## src/rtl/vic_map.svh

```systemverilog
// Purpose: Register map, bit positions, vectors and timing of the
//          vectored interrupt controller.
// Assumes: Included by its bare name.
// Notes:   Definitions only.
`ifndef VIC_MAP_SVH
`define VIC_MAP_SVH

// Register offsets
`define VIC_ADDR_ENX      8'hA7
`define VIC_ADDR_ENM      8'hA8
`define VIC_ADDR_PRX      8'hB7
`define VIC_ADDR_PRM      8'hB8
`define VIC_ADDR_STAT     8'hC7

// Writable bits; the rest read as zero
`define VIC_MASK_ENX      8'h93
`define VIC_MASK_ENM      8'hBF
`define VIC_MASK_PRX      8'h93
`define VIC_MASK_PRM      8'h3F
`define VIC_RST_REG       8'h00

// Bit positions in the main registers
`define VIC_BIT_GE        7
`define VIC_BIT_T2        5
`define VIC_BIT_U1        4
`define VIC_BIT_T1        3
`define VIC_BIT_X1        2
`define VIC_BIT_T0        1
`define VIC_BIT_X0        0
// Bit positions in the secondary registers
`define VIC_BIT_DDC       7
`define VIC_BIT_U2        4
`define VIC_BIT_TW        1
`define VIC_BIT_USB       0

// Source indices, also the polling order (0 first)
`define VIC_SRC_X0        4'h0
`define VIC_SRC_U2        4'h1
`define VIC_SRC_T0        4'h2
`define VIC_SRC_TW        4'h3
`define VIC_SRC_X1        4'h4
`define VIC_SRC_DDC       4'h5
`define VIC_SRC_T1        4'h6
`define VIC_SRC_USB       4'h7
`define VIC_SRC_U1        4'h8
`define VIC_SRC_T2        4'h9
`define VIC_NSRC          10

// Vector addresses
`define VIC_VEC_X0        16'h0003
`define VIC_VEC_T0        16'h000B
`define VIC_VEC_X1        16'h0013
`define VIC_VEC_T1        16'h001B
`define VIC_VEC_U1        16'h0023
`define VIC_VEC_T2        16'h002B
`define VIC_VEC_USB       16'h0033
`define VIC_VEC_DDC       16'h003B
`define VIC_VEC_TW        16'h0043
`define VIC_VEC_U2        16'h004B

// Machine cycle: twelve clock states, sample_phase is state 9
`define VIC_PHASE_LAST    4'hB
`define VIC_PHASE_SAMPLE  4'h9
`define VIC_PHASE_ZERO    4'h0
`define VIC_PHASE_ONE     4'h1

`endif

```

## src/rtl/vic_pkg.sv

```systemverilog
// Purpose: Types shared by the interrupt controller files.
// Assumes: Nothing.
// Notes:   Constants live in vic_map.svh.
package vic_pkg;

	// Raw request flags from the peripherals, all active high
	typedef struct packed {
		logic timer2_ovf;
		logic timer2_ext_flag;
		logic uart1_rx_flag;
		logic uart1_tx_flag;
		logic usb;
		logic timer1_ovf;
		logic display_channel;
		logic two_wire;
		logic timer0_ovf;
		logic uart2_rx_flag;
		logic uart2_tx_flag;
	} vic_flags_t;

	// Hardware call handed to the core
	typedef struct packed {
		logic [15:0] vector;
		logic [3:0]  src;
		logic        high;
	} vic_call_t;

	// In-progress levels; BOTH means high nested inside low
	typedef enum logic [1:0] {
		VIC_IDLE = 2'b00,
		VIC_LOW  = 2'b01,
		VIC_HIGH = 2'b10,
		VIC_BOTH = 2'b11
	} vic_level_t;

endpackage

```

## src/rtl/vic_ctrl.sv

```systemverilog
// Purpose: Ten-source, two-level vectored interrupt controller.
// Assumes: Core and peripherals are synchronous to i_clk_sys; the core
//          follows this block's machine-cycle phase (o_mcycle_end).
// Notes:   Registers reached over a plain byte port; read data next cycle.
`timescale 1ns/1ps
`default_nettype none
`include "vic_map.svh"

// Functional notes
// - Each serial port requests on receive-complete OR transmit-complete.
// - Both serial ports behave alike; second port controls at bit 4.
// - Priority bit 0 means low level, 1 means high level.
// - High may preempt low; nothing preempts a running high routine.
// - With both levels pending, the high request is served first.
// - Within a level, fixed polling order from ext_irq0 down to timer 2.
// - Each source has its enable; global_enable clear blocks every call.
// - Main enable bits: timer2 5, uart1 4, timer1 3, ext1 2, t0 1, ext0 0.
// - Secondary enable bits: display 7, uart2 4, two-wire 1, usb 0.
// - Main priority bits sit where the main enable bits sit.
// - Secondary priority bits: display 7, uart2 4, two-wire 1, usb 0.
// - Flags sampled at sample_phase, polled in the next machine cycle.
// - Call held off by busy level, non-final cycle, exit or enable/priority register access.
// - Blocked requests are forgotten; each poll uses fresh samples only.
// - Acknowledge is a long call to the source vector; status_word unsaved.
// - Fixed vector address per source.
// - Interrupt exit clears the current level's in-progress state.
// - Pin requests level or edge by trigger type; edge flag cleared on call.
// - Timer 0 and 1 flags cleared on service; timer 2 flag by software.
module vic_ctrl (
	// Clock and reset
	input  wire logic               i_clk_sys,
	input  wire logic               i_srst,
	// Register port
	input  wire logic [7:0]         i_reg_addr,
	input  wire logic [7:0]         i_reg_wdata,
	input  wire logic               i_reg_wr,
	input  wire logic               i_reg_rd,
	output logic [7:0]              o_reg_rdata,
	// Request sources
	input  wire vic_pkg::vic_flags_t i_flags,
	input  wire logic               i_ext_irq0_n,
	input  wire logic               i_ext_irq1_n,
	input  wire logic               i_ext_irq0_trigger_type,
	input  wire logic               i_ext_irq1_trigger_type,
	// Core status
	input  wire logic               i_last_cycle,
	input  wire logic               i_instr_block,
	input  wire logic               i_exit_instr,
	// Core call and hardware flag clears
	output logic                    o_mcycle_end,
	output logic                    o_call,
	output vic_pkg::vic_call_t      o_call_info,
	output logic                    o_timer0_clr,
	output logic                    o_timer1_clr,
	output logic [1:0]              o_level
);
	import vic_pkg::*;

	// Control registers
	logic [7:0]  enx_q;
	logic [7:0]  enm_q;
	logic [7:0]  prx_q;
	logic [7:0]  prm_q;
	logic [7:0]  rdata_q;
	logic [7:0]  rdata_d;

	// Machine cycle divider
	logic [3:0]  phase_q;
	logic        tick_sample;
	logic        tick_end;

	// External pin request state
	logic        pin0_prev_q;
	logic        pin1_prev_q;
	logic        edge0_q;
	logic        edge1_q;
	logic        fall0;
	logic        fall1;
	logic        req_x0;
	logic        req_x1;

	// Sampling and polling
	logic [9:0]  raw;
	logic [9:0]  smp_q;
	logic [9:0]  poll_q;
	logic [9:0]  src_en;
	logic [9:0]  src_prio;
	logic [9:0]  req;
	logic        blk_q;
	logic        blocked;
	logic        grant_valid;
	logic [3:0]  grant_idx;
	logic        grant_high;
	logic        call_go;

	// Level tracking and outputs
	vic_level_t  lvl_q;
	vic_level_t  lvl_d;
	logic        hi_busy;
	logic        lo_busy;
	logic [3:0]  last_src_q;
	logic        call_q;
	vic_call_t   info_q;
	logic        t0clr_q;
	logic        t1clr_q;
	logic        mend_q;
	logic        clr_x0;
	logic        clr_x1;

	// Register decode
	logic        wr_enx;
	logic        wr_enm;
	logic        wr_prx;
	logic        wr_prm;
	logic        reg_hit;

	assign wr_enx  = i_reg_wr & (i_reg_addr == `VIC_ADDR_ENX);
	assign wr_enm  = i_reg_wr & (i_reg_addr == `VIC_ADDR_ENM);
	assign wr_prx  = i_reg_wr & (i_reg_addr == `VIC_ADDR_PRX);
	assign wr_prm  = i_reg_wr & (i_reg_addr == `VIC_ADDR_PRM);
	// Any access to enable or priority holds off this poll
	assign reg_hit = (i_reg_wr | i_reg_rd) &
		((i_reg_addr == `VIC_ADDR_ENX) | (i_reg_addr == `VIC_ADDR_ENM) |
		(i_reg_addr == `VIC_ADDR_PRX) | (i_reg_addr == `VIC_ADDR_PRM));

	// Reserved and unused bits never store, so they read zero
	always_ff @(posedge i_clk_sys) begin
		if (i_srst) begin
			enx_q <= `VIC_RST_REG;
			enm_q <= `VIC_RST_REG;
			prx_q <= `VIC_RST_REG;
			prm_q <= `VIC_RST_REG;
		end else begin
			if (wr_enx) begin
				enx_q <= i_reg_wdata & `VIC_MASK_ENX;
			end
			if (wr_enm) begin
				enm_q <= i_reg_wdata & `VIC_MASK_ENM;
			end
			if (wr_prx) begin
				prx_q <= i_reg_wdata & `VIC_MASK_PRX;
			end
			if (wr_prm) begin
				prm_q <= i_reg_wdata & `VIC_MASK_PRM;
			end
		end
	end

	// Read mux; status shows last source and the two busy levels
	always_comb begin
		case (i_reg_addr)
			`VIC_ADDR_ENX:  rdata_d = enx_q;
			`VIC_ADDR_ENM:  rdata_d = enm_q;
			`VIC_ADDR_PRX:  rdata_d = prx_q;
			`VIC_ADDR_PRM:  rdata_d = prm_q;
			`VIC_ADDR_STAT: rdata_d = {last_src_q, 2'b00, hi_busy, lo_busy};
			default:        rdata_d = 8'h00;
		endcase
	end

	always_ff @(posedge i_clk_sys) begin
		if (i_srst) begin
			rdata_q <= 8'h00;
		end else if (i_reg_rd) begin
			rdata_q <= rdata_d;
		end else begin
			rdata_q <= 8'h00;
		end
	end

	// Twelve-state machine cycle
	assign tick_sample = (phase_q == `VIC_PHASE_SAMPLE);
	assign tick_end    = (phase_q == `VIC_PHASE_LAST);

	always_ff @(posedge i_clk_sys) begin
		if (i_srst) begin
			phase_q <= `VIC_PHASE_ZERO;
			mend_q  <= 1'b0;
		end else begin
			phase_q <= tick_end ? `VIC_PHASE_ZERO : phase_q + `VIC_PHASE_ONE;
			mend_q  <= tick_end;
		end
	end

	// Pins are active low; an edge request latches on a falling edge
	assign fall0  = pin0_prev_q & ~i_ext_irq0_n;
	assign fall1  = pin1_prev_q & ~i_ext_irq1_n;
	assign req_x0 = i_ext_irq0_trigger_type ? edge0_q : ~i_ext_irq0_n;
	assign req_x1 = i_ext_irq1_trigger_type ? edge1_q : ~i_ext_irq1_n;
	assign clr_x0 = call_go & (grant_idx == `VIC_SRC_X0);
	assign clr_x1 = call_go & (grant_idx == `VIC_SRC_X1);

	// A new edge in the clearing cycle wins over the clear
	always_ff @(posedge i_clk_sys) begin
		if (i_srst) begin
			pin0_prev_q <= 1'b1;
			pin1_prev_q <= 1'b1;
			edge0_q     <= 1'b0;
			edge1_q     <= 1'b0;
		end else begin
			pin0_prev_q <= i_ext_irq0_n;
			pin1_prev_q <= i_ext_irq1_n;
			if (fall0) begin
				edge0_q <= 1'b1;
			end else if (clr_x0 | ~i_ext_irq0_trigger_type) begin
				edge0_q <= 1'b0;
			end
			if (fall1) begin
				edge1_q <= 1'b1;
			end else if (clr_x1 | ~i_ext_irq1_trigger_type) begin
				edge1_q <= 1'b0;
			end
		end
	end

	// Requests in polling order; serial ports OR their two flags
	assign raw[`VIC_SRC_X0]  = req_x0;
	assign raw[`VIC_SRC_U2]  = i_flags.uart2_rx_flag | i_flags.uart2_tx_flag;
	assign raw[`VIC_SRC_T0]  = i_flags.timer0_ovf;
	assign raw[`VIC_SRC_TW]  = i_flags.two_wire;
	assign raw[`VIC_SRC_X1]  = req_x1;
	assign raw[`VIC_SRC_DDC] = i_flags.display_channel;
	assign raw[`VIC_SRC_T1]  = i_flags.timer1_ovf;
	assign raw[`VIC_SRC_USB] = i_flags.usb;
	assign raw[`VIC_SRC_U1]  = i_flags.uart1_rx_flag | i_flags.uart1_tx_flag;
	assign raw[`VIC_SRC_T2]  = i_flags.timer2_ovf | i_flags.timer2_ext_flag;

	// Per-source enables and priorities gathered into poll order
	assign src_en[`VIC_SRC_X0]  = enm_q[`VIC_BIT_X0];
	assign src_en[`VIC_SRC_U2]  = enx_q[`VIC_BIT_U2];
	assign src_en[`VIC_SRC_T0]  = enm_q[`VIC_BIT_T0];
	assign src_en[`VIC_SRC_TW]  = enx_q[`VIC_BIT_TW];
	assign src_en[`VIC_SRC_X1]  = enm_q[`VIC_BIT_X1];
	assign src_en[`VIC_SRC_DDC] = enx_q[`VIC_BIT_DDC];
	assign src_en[`VIC_SRC_T1]  = enm_q[`VIC_BIT_T1];
	assign src_en[`VIC_SRC_USB] = enx_q[`VIC_BIT_USB];
	assign src_en[`VIC_SRC_U1]  = enm_q[`VIC_BIT_U1];
	assign src_en[`VIC_SRC_T2]  = enm_q[`VIC_BIT_T2];

	assign src_prio[`VIC_SRC_X0]  = prm_q[`VIC_BIT_X0];
	assign src_prio[`VIC_SRC_U2]  = prx_q[`VIC_BIT_U2];
	assign src_prio[`VIC_SRC_T0]  = prm_q[`VIC_BIT_T0];
	assign src_prio[`VIC_SRC_TW]  = prx_q[`VIC_BIT_TW];
	assign src_prio[`VIC_SRC_X1]  = prm_q[`VIC_BIT_X1];
	assign src_prio[`VIC_SRC_DDC] = prx_q[`VIC_BIT_DDC];
	assign src_prio[`VIC_SRC_T1]  = prm_q[`VIC_BIT_T1];
	assign src_prio[`VIC_SRC_USB] = prx_q[`VIC_BIT_USB];
	assign src_prio[`VIC_SRC_U1]  = prm_q[`VIC_BIT_U1];
	assign src_prio[`VIC_SRC_T2]  = prm_q[`VIC_BIT_T2];

	// Sample at sample_phase, hand over at cycle end, poll one cycle later
	always_ff @(posedge i_clk_sys) begin
		if (i_srst) begin
			smp_q  <= 10'h000;
			poll_q <= 10'h000;
		end else begin
			if (tick_sample) begin
				smp_q <= raw;
			end
			if (tick_end) begin
				poll_q <= smp_q;
			end
		end
	end

	// Remember a blocking access seen anywhere in this machine cycle
	always_ff @(posedge i_clk_sys) begin
		if (i_srst) begin
			blk_q <= 1'b0;
		end else if (tick_end) begin
			blk_q <= 1'b0;
		end else if (reg_hit | i_instr_block | i_exit_instr) begin
			blk_q <= 1'b1;
		end
	end

	// No pending memory: a blocked poll is simply dropped
	assign req     = poll_q & src_en & {10{enm_q[`VIC_BIT_GE]}};
	assign hi_busy = lvl_q[1];
	assign lo_busy = lvl_q[0];
	assign blocked = blk_q | reg_hit | i_instr_block | i_exit_instr | ~i_last_cycle;
	assign call_go = tick_end & grant_valid & ~blocked;

	vic_poll u_poll (
		.i_req     (req),
		.i_prio    (src_prio),
		.i_hi_busy (hi_busy),
		.i_lo_busy (lo_busy),
		.o_valid   (grant_valid),
		.o_idx     (grant_idx),
		.o_high    (grant_high)
	);

	function automatic logic [15:0] vec_of(input logic [3:0] idx);
		case (idx)
			`VIC_SRC_X0:  vec_of = `VIC_VEC_X0;
			`VIC_SRC_U2:  vec_of = `VIC_VEC_U2;
			`VIC_SRC_T0:  vec_of = `VIC_VEC_T0;
			`VIC_SRC_TW:  vec_of = `VIC_VEC_TW;
			`VIC_SRC_X1:  vec_of = `VIC_VEC_X1;
			`VIC_SRC_DDC: vec_of = `VIC_VEC_DDC;
			`VIC_SRC_T1:  vec_of = `VIC_VEC_T1;
			`VIC_SRC_USB: vec_of = `VIC_VEC_USB;
			`VIC_SRC_U1:  vec_of = `VIC_VEC_U1;
			default:      vec_of = `VIC_VEC_T2;
		endcase
	endfunction

	// Exit closes the innermost level; a call opens its own level
	always_comb begin
		lvl_d = lvl_q;
		case (lvl_q)
			VIC_IDLE: begin
				if (call_go) begin
					lvl_d = grant_high ? VIC_HIGH : VIC_LOW;
				end
			end
			VIC_LOW: begin
				if (i_exit_instr) begin
					lvl_d = VIC_IDLE;
				end else if (call_go) begin
					lvl_d = VIC_BOTH;
				end
			end
			VIC_HIGH: begin
				if (i_exit_instr) begin
					lvl_d = VIC_IDLE;
				end
			end
			VIC_BOTH: begin
				if (i_exit_instr) begin
					lvl_d = VIC_LOW;
				end
			end
			default: lvl_d = VIC_IDLE;
		endcase
	end

	always_ff @(posedge i_clk_sys) begin
		if (i_srst) begin
			lvl_q <= VIC_IDLE;
		end else begin
			lvl_q <= lvl_d;
		end
	end

	// The core pushes the program counter only; status_word is untouched
	always_ff @(posedge i_clk_sys) begin
		if (i_srst) begin
			call_q     <= 1'b0;
			info_q     <= '0;
			t0clr_q    <= 1'b0;
			t1clr_q    <= 1'b0;
			last_src_q <= 4'h0;
		end else begin
			call_q  <= call_go;
			t0clr_q <= call_go & (grant_idx == `VIC_SRC_T0);
			t1clr_q <= call_go & (grant_idx == `VIC_SRC_T1);
			if (call_go) begin
				info_q.vector <= vec_of(grant_idx);
				info_q.src    <= grant_idx;
				info_q.high   <= grant_high;
				last_src_q    <= grant_idx;
			end
		end
	end

	assign o_reg_rdata  = rdata_q;
	assign o_mcycle_end = mend_q;
	assign o_call       = call_q;
	assign o_call_info  = info_q;
	assign o_timer0_clr = t0clr_q;
	assign o_timer1_clr = t1clr_q;
	assign o_level      = lvl_q;

endmodule
`default_nettype wire

```

## src/rtl/vic_poll.sv

```systemverilog
// Purpose: Picks one pending request by level, then by polling order.
// Assumes: Requests are already gated by enables.
// Notes:   Purely combinational; the caller registers the outcome.
`timescale 1ns/1ps
`default_nettype none
`include "vic_map.svh"

module vic_poll (
	// Requests and levels
	input  wire logic [9:0] i_req,
	input  wire logic [9:0] i_prio,
	// In-progress state
	input  wire logic       i_hi_busy,
	input  wire logic       i_lo_busy,
	// Outcome
	output logic            o_valid,
	output logic [3:0]      o_idx,
	output logic            o_high
);

	logic [9:0] hi_req;
	logic [9:0] lo_req;
	logic [9:0] pick;
	logic [3:0] idx;
	logic       hi_ok;
	logic       lo_ok;

	assign hi_req = i_req & i_prio;
	assign lo_req = i_req & ~i_prio;
	// High waits only for high; low waits for either level
	assign hi_ok  = (|hi_req) & ~i_hi_busy;
	assign lo_ok  = (|lo_req) & ~i_hi_busy & ~i_lo_busy;
	assign pick   = hi_ok ? hi_req : lo_req;

	// Lowest index wins, so scan from the far end down
	always_comb begin
		idx = 4'h0;
		for (int k = `VIC_NSRC - 1; k >= 0; k--) begin
			if (pick[k]) begin
				idx = 4'(k);
			end
		end
	end

	assign o_valid = hi_ok | lo_ok;
	assign o_idx   = idx;
	assign o_high  = hi_ok;

endmodule
`default_nettype wire

```

## config.mk

```make
export PLATFORM = sky130hd
export DESIGN_NAME = vic_ctrl
export DESIGN_NICKNAME = d
export VERILOG_FILES = /design/src/rtl/vic_pkg.sv /design/src/rtl/vic_ctrl.sv /design/src/rtl/vic_poll.sv
export VERILOG_INCLUDE_DIRS = /design/src /design/src/rtl
export SDC_FILE = /design/constraint.sdc
export NUM_CORES = 1
export LEC_CHECK = 0
export BUFFER_PORTS_ARGS = -buffer_cell sky130_fd_sc_hd__clkbuf_2
export CAP_MARGIN = 30
export CORE_ASPECT_RATIO = 0.75
export CORE_MARGIN = 2
export CORE_UTILIZATION = 26
export DETAILED_ROUTE_END_ITERATION = 8
export SETUP_SLACK_MARGIN = 0.15
export SYNTH_ARGS = -nofsm -noshare
export SYNTH_HDL_FRONTEND = slang
export SYNTH_SLANG_ARGS = --single-unit
export TNS_END_PERCENT = 20
```

## constraint.sdc

```tcl
create_clock -name i_clk_sys -period 2.66 [get_ports i_clk_sys]
set_clock_uncertainty 0.15 [all_clocks]
set_input_delay 0.133 -clock i_clk_sys [delete_from_list [all_inputs] [get_ports i_clk_sys]]
set_output_delay 0.133 -clock i_clk_sys [all_outputs]
set_load 0.1 [all_outputs]
```

==> results of run 1 <==
-- flip-flops by register name, indices dropped and copies added (netlist names), 2 cells and up --
name	cells
phase_q	4
poll_q	10
smp_q	10
prm_q	6
prx_q	4
o_reg_rdata	8
enx_q	4
o_call_info	10
enm_q	7
o_level	2
-- cell families (layout without fill, tap and decap cells) --
family,Yosys count,in the layout,share of synthesized area
compound gates,99,99,0.187
xor+xnor,4,4,0.00946
fa+ha+maj,4,4,0.0135
buf+inv,46,171,0.0665
flops,74,74,0.400
mux,26,26,0.0709
other cells,1,10,0.00101
simple gates,180,180,0.252
-- path summary, 6_finish.rpt --
| path | cells after the start | slack (ns) | endpoint | startpoint |
|---|---|---|---|---|
| max | 12 | 0.04 | o_call_info[8] | enm_q[7] |
| min | 4 | 0.03 | o_level[0] | i_exit_instr |
| max reg2reg | 12 | 0.04 | o_call_info[8] | enm_q[7] |
| min reg2reg | 2 | 0.30 | poll_q[7] | smp_q[7] |
-- layout make-up --
cell class                      instances  area (µm²)  share of cell area
Clock inverter                          6        57.6              0.0111
Clock buffer                           10         229              0.0441
Tap cell                              175         219              0.0422
Timing Repair Buffer                  144         995               0.192
Inverter                               11        41.3             0.00796
Multi-Input combinational cell        323        2160               0.417
Sequential cell                        74        1490               0.286
-- worst reg2reg max path: stages (launching register included) --
cell      delay [ns]
dfxtp_4         0.37
buf_6           0.13
buf_6           0.11
nand4_1         0.13
nand2_2         0.10
nor4b_4         0.30
buf_6           0.17
a21oi_4         0.06
a211oi_2        0.30
o22ai_2         0.16
ha_4            0.28
mux2i_2         0.06
a211oi_2        0.21
-- per-layer routing --
layer | global-route usage | up-vias | share of wire
li1 | - | 1793 | -
met1 | 0.233 | 1767 | 0.51
met2 | 0.225 | 122 | 0.41
met3 | 0.0400 | 15 | 0.065
met4 | 0.0414 | 0 | 0.011
met5 | 0 | - | 0
-- per-stage QoR --
stage                     cells  hold slack [ns]  cell area, µm²
final                       743           0.0260            5190
after CTS                   741           0.0296            5110
after detailed placement    696            0.218            4470
after global routing        743           0.0438            5190
after global placement      696            0.207            4470
after floorplan             443           0.0589            3760
-- timing repair --
| item | in CTS | in global routing |
|---|---|---|
| gates cloned | 1 | 0 |
| setup endpoints to repair | 12 | 9 |
| endpoints found under the hold margin | 30 | 0 |
| hold buffers | 22 | 0 |
| setup buffers | 6 | 2 |
| pin swaps | 9 | 10 |
| gates resized for setup | 18 | 13 |
-- cells in the mapped netlist, drive strengths merged, types with 8 or more instances --
cell,n,area share
buf,19,0.039
mux2i,24,0.065
and2,9,0.016
o21ai,11,0.015
a21oi,40,0.055
nor2,45,0.046
clkbuf,16,0.016
dfxtp,74,0.40
a22oi,8,0.016
and3,11,0.020
nand2,60,0.062
inv,11,0.011
nor3,10,0.014
-- report_power, final --
part	switching, W	total [W]	internal [W]	leakage (nW)
Combinational	0.000118	0.000175	0.0000572	1.53
Clock	0.000474	0.00119	0.000720	0.142
Sequential	0.00000517	0.00112	0.00112	0.599
Total	0.000597	0.00249	0.00189	2.27
==> impl_metrics.tcl, run 1 <==
set metrics [dict create \
    leakage_nw 2.27 \
    path_buf_inv 3 \
    slowest_stage "dfxtp_4" \
    h-tree-depth 3 \
    dp_hpwl_mm 8.93 \
    drive_gt1_frac 0.313 \
    cp.arrival_ns 2.72 \
    critPathLaunchType "flop" \
    synth.distinct_cells 67 \
    final_common_cell "dfxtp_1" \
    fillerInstances 1432 \
    drc_errors 0 \
    die_area_um2 15200 \
    clk_pin_slew_worst_paths_ns 0.06 \
    grt_first_pass_wirelength_mm 18.5 \
    cp_max_fo 6 \
    viasPerCell 4.98 \
    fin_tns_setup_ns 0 \
    ys.flop_type "dfxtp_1" \
    antenna_left 0 \
    grt_use_total 0.157 \
    final_cell_mix "73 x dfxtp_1, 61 x clkbuf_2, 58 x buf_4" \
    gp_congestion 0.897 \
    area_growth_pct 40.1 \
    syn_inst 434 \
    grt_max_degree 40 \
    diodes 0 \
    ir_drop_mv 0.285 \
    numCtsBuffers 9 \
    dp_slack_ns -0.164 \
    cpLargestDelayFamily "compound AO/OA/AOI/OAI gates" \
    io_pins 73 \
    grt_pass1_vias 3522 \
    drtIter0Drc 279 \
    max_freq_mhz 382 \
    path_class "flop to flop" \
    grt-ovfl-total 0 \
    setup_ws_ns 0.0444 \
    synth_warnings 0 \
    cts_tree "done" \
    core_um2 13800 \
    max_stage_delay_ns 0.37 \
    period_minus_slack_ns 2.62 \
    clockBufferDepth 2 \
    clock_latency_ns 0.33 \
    avgSynthCellArea_um2 8.54 \
    worstSetupEndpointType "flop" \
    timing_worst_slew_pin_value_ns 0.640 \
    ys_seq_area_frac 0.400 \
    synthArstFlopShare 0 \
    hold_viol 0 \
    std_cell_rows 37 \
    period_share 0.983 \
    die_h_um 107 \
    setup_viol 0 \
    critical_path_required_ns 2.76 \
    slew_viol_final 0 \
    wl_per_cell_um 15.9 \
    min-delay-path-class "input pin to flop" \
    cts-root-buf "clkbuf_16" \
    synth_edf_count 0 \
    firstDrtPassIters 4 \
    power.total_w 0.00249 \
    final_core_util 0.376 \
    max_cap_viol_count 0 \
    slew_headroom 0.569 \
    num_vias 3697 \
    path_cells "buf_6 -> buf_6 -> nand4_1 -> nand2_2 -> nor4b_4 -> buf_6 -> a21oi_4 -> a211oi_2 -> o22ai_2 -> ha_4 -> mux2i_2 -> a211oi_2" \
    antenna_found_initial 0 \
    io_buffers 61 \
    synth_seq_cells 74 \
    crit_top_cell "buf_6" \
    rsz0062_at_grt "yes" \
    status "complete, no violations" \
    clock-sinks 74 \
    die_w_um 142 \
    num-nets-final 605 \
    powerDensity_nw_per_um2 480 \
    drt_wl_total_mm 11.8 \
    start_util 0.269 \
    syn_area_um2 3700 \
]
Note: power is estimated with default switching activity, not from simulation.
==> inputs of run 2 (changes only) <==
PLACE_DENSITY = 0.55   (was not set)
==> run 2 against run 1 <==
  * Sequential share of layout area down 0.69 points
  * Final cell count grew 0.54%
  * Count of clock-buffer cells in the layout down 1
  * Non-clock buffer count rose by 4
  * Combinational power barely moved
  * Highest routed layer unchanged
  * Via count is 0.65% lower
  * Critical path depth increased by 1
  * Maximum frequency is essentially flat
  * Sequential cell count did not move
  * Largest power group unchanged
==> impl_metrics.tcl, run 2 (synthesized netlist as in run 1, its figures left out) <==
set metrics [dict create \
    start_util 0.269 \
    firstDrtPassIters 5 \
    period_share 0.984 \
    viasPerCell 4.92 \
    rrSetupSlack_ns 0.04 \
    final_cell_mix "73 x dfxtp_1, 61 x clkbuf_2, 56 x nand2_1, 56 x buf_4, 45 x nor2_1" \
    path_class "flop to flop" \
    drc_errors 0 \
    drt_wl_total_mm 11.8 \
    io_buffers 61 \
    die_w_um 142 \
    cp.arrival_ns 2.66 \
    h-tree-depth 3 \
    core_um2 13800 \
    drive_gt1_frac 0.323 \
    critPathLaunch "enm_q[7]" \
    cp_max_fo 7 \
    r2r-start "enm_q[7]" \
    clock-sinks 74 \
    slew_headroom 0.477 \
    critPathLaunchType "flop" \
    timing_worst_slew_pin_value_ns 0.777 \
    hp-start "i_instr_block" \
    die_h_um 107 \
    powerDensity_nw_per_um2 506 \
    clk_pin_slew_worst_paths_ns 0.06 \
    final_common_cell "dfxtp_1" \
    hold_viol 0 \
    clockBufferDepth 2 \
    numCtsBuffers 9 \
    critical_path_required_ns 2.71 \
    wl_per_cell_um 15.8 \
    drtIter0Drc 238 \
    final_core_util 0.386 \
    grt_max_degree 46 \
    min-delay-path-class "input pin to flop" \
    grt_first_pass_wirelength_mm 19.0 \
    status "complete, no violations" \
    std_cell_rows 37 \
    slew_viol_final 0 \
    period_minus_slack_ns 2.62 \
    worstSetupEndpointType "flop" \
    die_area_um2 15200 \
    setup_viol 0 \
    num_vias 3673 \
    grt-ovfl-total 0 \
    gp_congestion 0.885 \
    fillerInstances 1435 \
    antenna_found_initial 0 \
    antenna_left 0 \
    fin_tns_setup_ns 0 \
    dp_hpwl_mm 8.91 \
    diodes 0 \
    rsz0062_at_grt "yes" \
    num-nets-final 609 \
    ir_drop_mv 0.285 \
    cts-root-buf "clkbuf_16" \
    max_cap_viol_count 0 \
    grt_use_total 0.160 \
    max_freq_mhz 382 \
    area_growth_pct 43.6 \
    leakage_nw 2.33 \
    cts_tree "done" \
    io_pins 73 \
    clock_latency_ns 0.33 \
    grt_pass1_vias 3640 \
]
-- run 2: cell count changes in the layout (fill, tap and decap cells not counted), moves of 2 or more --
cell / delta
nand3_2: +2
buf_4: -2
clkinvlp_4: +2
buf_6: +5
clkinv_2: -3
bufinv_16: +2
nand3_1: -2
-- run 2: cell type report --
class                           instances  area (µm²)  area share
Sequential cell                        74        1490       0.279
Multi-Input combinational cell        323        2180       0.411
Clock buffer                            9         225      0.0423
Inverter                               11        41.3     0.00776
Clock inverter                          7         118      0.0221
Tap cell                              175         219      0.0412
Timing Repair Buffer                  148        1050       0.197
-- run 2: timing repair --
action,CTS,global route
pin swaps,10,12
setup endpoints to repair,11,12
hold buffers,23,0
buffers inserted,8,1
hold endpoints to repair,32,0
gates resized for setup,26,16
-- run 2: worst max-delay path, cell delays in order (launching register included) --
cell and delay [ns]:
dfxtp_4 0.38, buf_6 0.13, buf_6 0.09, nand4_1 0.14
nand2_2 0.14, nor4b_4 0.05, buf_6 0.14, buf_6 0.13
a311oi_4 0.27, o31ai_4 0.14, o22ai_4 0.24, ha_4 0.23
mux2i_1 0.16, a211oi_2 0.08
-- run 2: stage by stage --
step	instance area, µm²	setup slack [ns]	power (W)	hold slack [ns]	cells
final	5320	0.0438	0.00269	0.0839	747
after global routing	5320	-0.0589	0.00277	0.0965	747
after CTS	5240	0.0333	0.00271	0.0678	746
after detailed placement	4490	-0.249	0.00130	0.213	699
after global placement	4490	-0.0936	0.00129	0.207	699
after floorplan	3760	0.162	0.00126	0.0589	443
-- run 2: final timing paths --
check / endpoint / depth (start not counted)
setup / recovery: o_call_info[8] / 13
setup reg to reg: o_call_info[8] / 13
hold reg to reg: o_call_info[0] / 2
hold / removal: blk_q / 3
-- run 2: routing by layer --
layer  vias up  part of all wire  track usage
met4         0             0.014       0.0393
met5         -                 0            0
met2       130              0.41        0.229
met1      1728              0.50        0.235
met3        17             0.070       0.0454
li1       1798                 -            -
-- run 2: report_power, final --
| group | switching (W) | leakage, nW | internal (W) |
|---|---|---|---|
| Combinational | 0.000117 | 1.57 | 0.0000574 |
| Clock | 0.000481 | 0.158 | 0.000914 |
| Sequential | 0.00000520 | 0.599 | 0.00112 |
| Total | 0.000603 | 2.33 | 0.00209 |
==> inputs of run 3 (changes only) <==
CORE_ASPECT_RATIO = not set   (was 0.75)
==> run 3 against run 2 <==
  * Worst setup slack got worse by 0.021 ns
  * Register-to-register slack got worse by 0.02 ns
  * Routed wire length fell by 6.4%
  * Global-route usage fell by 0.89 points
  * Critical path depth fell by 2
  * Die area barely moved
  * First-iteration DRC count fell by 22%
  * Final area fell by 3.6%
  * Final cell count fell by 0.54%
  * Highest routed layer unchanged
  * Hold slack got worse by 0.025 ns
==> impl_metrics.tcl, run 3 (synthesized netlist as in run 1, its figures left out) <==
set metrics [dict create \
    slew_headroom 0.539 \
    io_pins 73 \
    post_dp_cell_area_um2 4490 \
    hp-start "i_instr_block" \
    fillerInstances 1494 \
    hold_end "blk_q" \
    r2r-start "enm_q[7]" \
    viasPerCell 4.74 \
    die_area_um2 15200 \
    clock_latency_ns 0.33 \
    slowest_stage "nor4b_4" \
    drc_errors 0 \
    fin_area_um2 5130 \
    worstSetupEndpointType "flop" \
    antenna_found_initial 0 \
    grt_max_degree 41 \
    period_minus_slack_ns 2.64 \
    path_buf_inv 2 \
    min_path_cells 3 \
    rrSetupSlack_ns 0.02 \
    path_cells "and3_4 -> a22o_4 -> nor4b_4 -> buf_4 -> buf_4 -> a311oi_2 -> o31ai_2 -> o22ai_2 -> ha_4 -> and3_1 -> o32ai_1" \
    cts_tree "done" \
    clockBufferDepth 2 \
    start_util 0.267 \
    wl_per_cell_um 14.8 \
    h-tree-depth 3 \
    die_h_um 123 \
    clk_pin_slew_worst_paths_ns 0.06 \
    die_w_um 123 \
    max_freq_mhz 379 \
    min-delay-path-class "input pin to flop" \
    crit_top_cell "buf_4" \
    cpLargestDelayFamily "compound AO/OA/AOI/OAI gates" \
    drive_gt1_frac 0.297 \
    final_common_cell "dfxtp_1" \
    max_stage_delay_ns 0.38 \
    powerDensity_nw_per_um2 496 \
    max_cap_viol_count 0 \
    slew_viol_final 0 \
    hold_viol 0 \
    final_cell_mix "72 x dfxtp_1, 61 x clkbuf_2, 58 x nand2_1" \
    antenna_left 0 \
    rsz0062_at_grt "yes" \
    drt_wl_total_mm 11.0 \
    critical_path_required_ns 2.74 \
    status "complete, no violations" \
    leakage_nw 2.25 \
    setup_viol 0 \
    num_vias 3519 \
    grt_use_total 0.151 \
    area_growth_pct 38.4 \
    critPathLaunchType "flop" \
    grt_first_pass_wirelength_mm 17.8 \
    holdWs_ns 0.0589 \
    ir_drop_mv 0.288 \
    std_cell_rows 43 \
    timing_worst_slew_pin_value_ns 0.684 \
    num-nets-final 601 \
    cp.arrival_ns 2.71 \
    reg2regPathDepth 11 \
    io_buffers 61 \
    period_share 0.991 \
    numCtsBuffers 9 \
    rr_endpoint "edge0_q" \
    diodes 0 \
    gp_congestion 0.826 \
    clock-sinks 74 \
    dp_hpwl_mm 8.25 \
    cp_max_fo 8 \
    path_class "flop to flop" \
    firstDrtPassIters 4 \
    grt_pass1_vias 3499 \
    core_um2 13900 \
    power.total_w 0.00254 \
    grt-ovfl-total 0 \
    drtIter0Drc 186 \
    cts-root-buf "clkbuf_16" \
]
==> run 3: changes by cell type in the layout (fill, tap and decap cells not counted), moves of 2 or more <==
| cell | delta |
|---|---|
| clkinvlp_4 | -3 |
| a211oi_1 | +2 |
| buf_6 | -7 |
| nand2_2 | -2 |
| nand2_1 | +2 |
| clkbuf_1 | +3 |
==> run 3: worst max-delay path by stage <==
| stage | start | end | slack (ns) | cells after the start |
|---|---|---|---|---|
| 2_1_floorplan | enx_q[4] | edge1_q | 0.16 | 10 |
| 3_3_place_gp | enm_q[7] | o_timer1_clr | -0.05 | 9 |
| 3_5_place_dp | enm_q[7] | edge1_q | -0.16 | 9 |
| 4_1_cts | enm_q[7] | edge1_q | 0.06 | 11 |
| 5_1_grt | enm_q[7] | edge1_q | -0.07 | 11 |
| 6_report | enm_q[7] | edge0_q | 0.02 | 11 |
==> run 3: routing by layer <==
layer	vias up	track usage	wire, µm
met4	0	0.0426	106
met1	1633	0.206	5470
met2	96	0.238	4900
met3	9	0.0369	549
li1	1781	-	-
met5	-	0	0
==> run 3: tightest hold or removal path, cell delays in order <==
cell      delay, ns
clkbuf_2       0.09
nor3_1         0.05
a211oi_1       0.20
==> run 3: layout make-up <==
type | instances | area (µm²) | area share
Multi-Input combinational cell | 323 | 2110 | 0.412
Timing Repair Buffer | 140 | 960 | 0.187
Clock buffer | 12 | 236 | 0.0461
Clock inverter | 3 | 65.1 | 0.0127
Tap cell | 180 | 225 | 0.0439
Inverter | 11 | 41.3 | 0.00805
Sequential cell | 74 | 1490 | 0.290
==> run 3: what timing repair did <==
action / in CTS / in global routing
hold buffers: 23 / 0
setup endpoints to repair: 11 / 10
setup buffers: 3 / 0
gates resized for setup: 14 / 6
endpoints found under the hold margin: 32 / 0
pin swaps: 8 / 3
==> run 3: where the power goes <==
group | internal [W] | switching, W | leakage, nW
clock | 0.000815 | 0.000432 | 0.147
combinational | 0.0000567 | 0.000116 | 1.50
sequential | 0.00112 | 0.00000542 | 0.599
==> run 3: stage by stage <==
stage | cells | setup WS (ns) | TNS [ns] | utilization
4_1_cts | 743 | 0.0614 | 0 | 0.367
6_report | 743 | 0.0229 | 0 | 0.369
3_3_place_gp | 702 | -0.0534 | -0.273 | 0.323
3_5_place_dp | 702 | -0.164 | -0.754 | 0.323
2_1_floorplan | 443 | 0.162 | 0 | -
5_1_grt | 743 | -0.0711 | -0.196 | 0.369
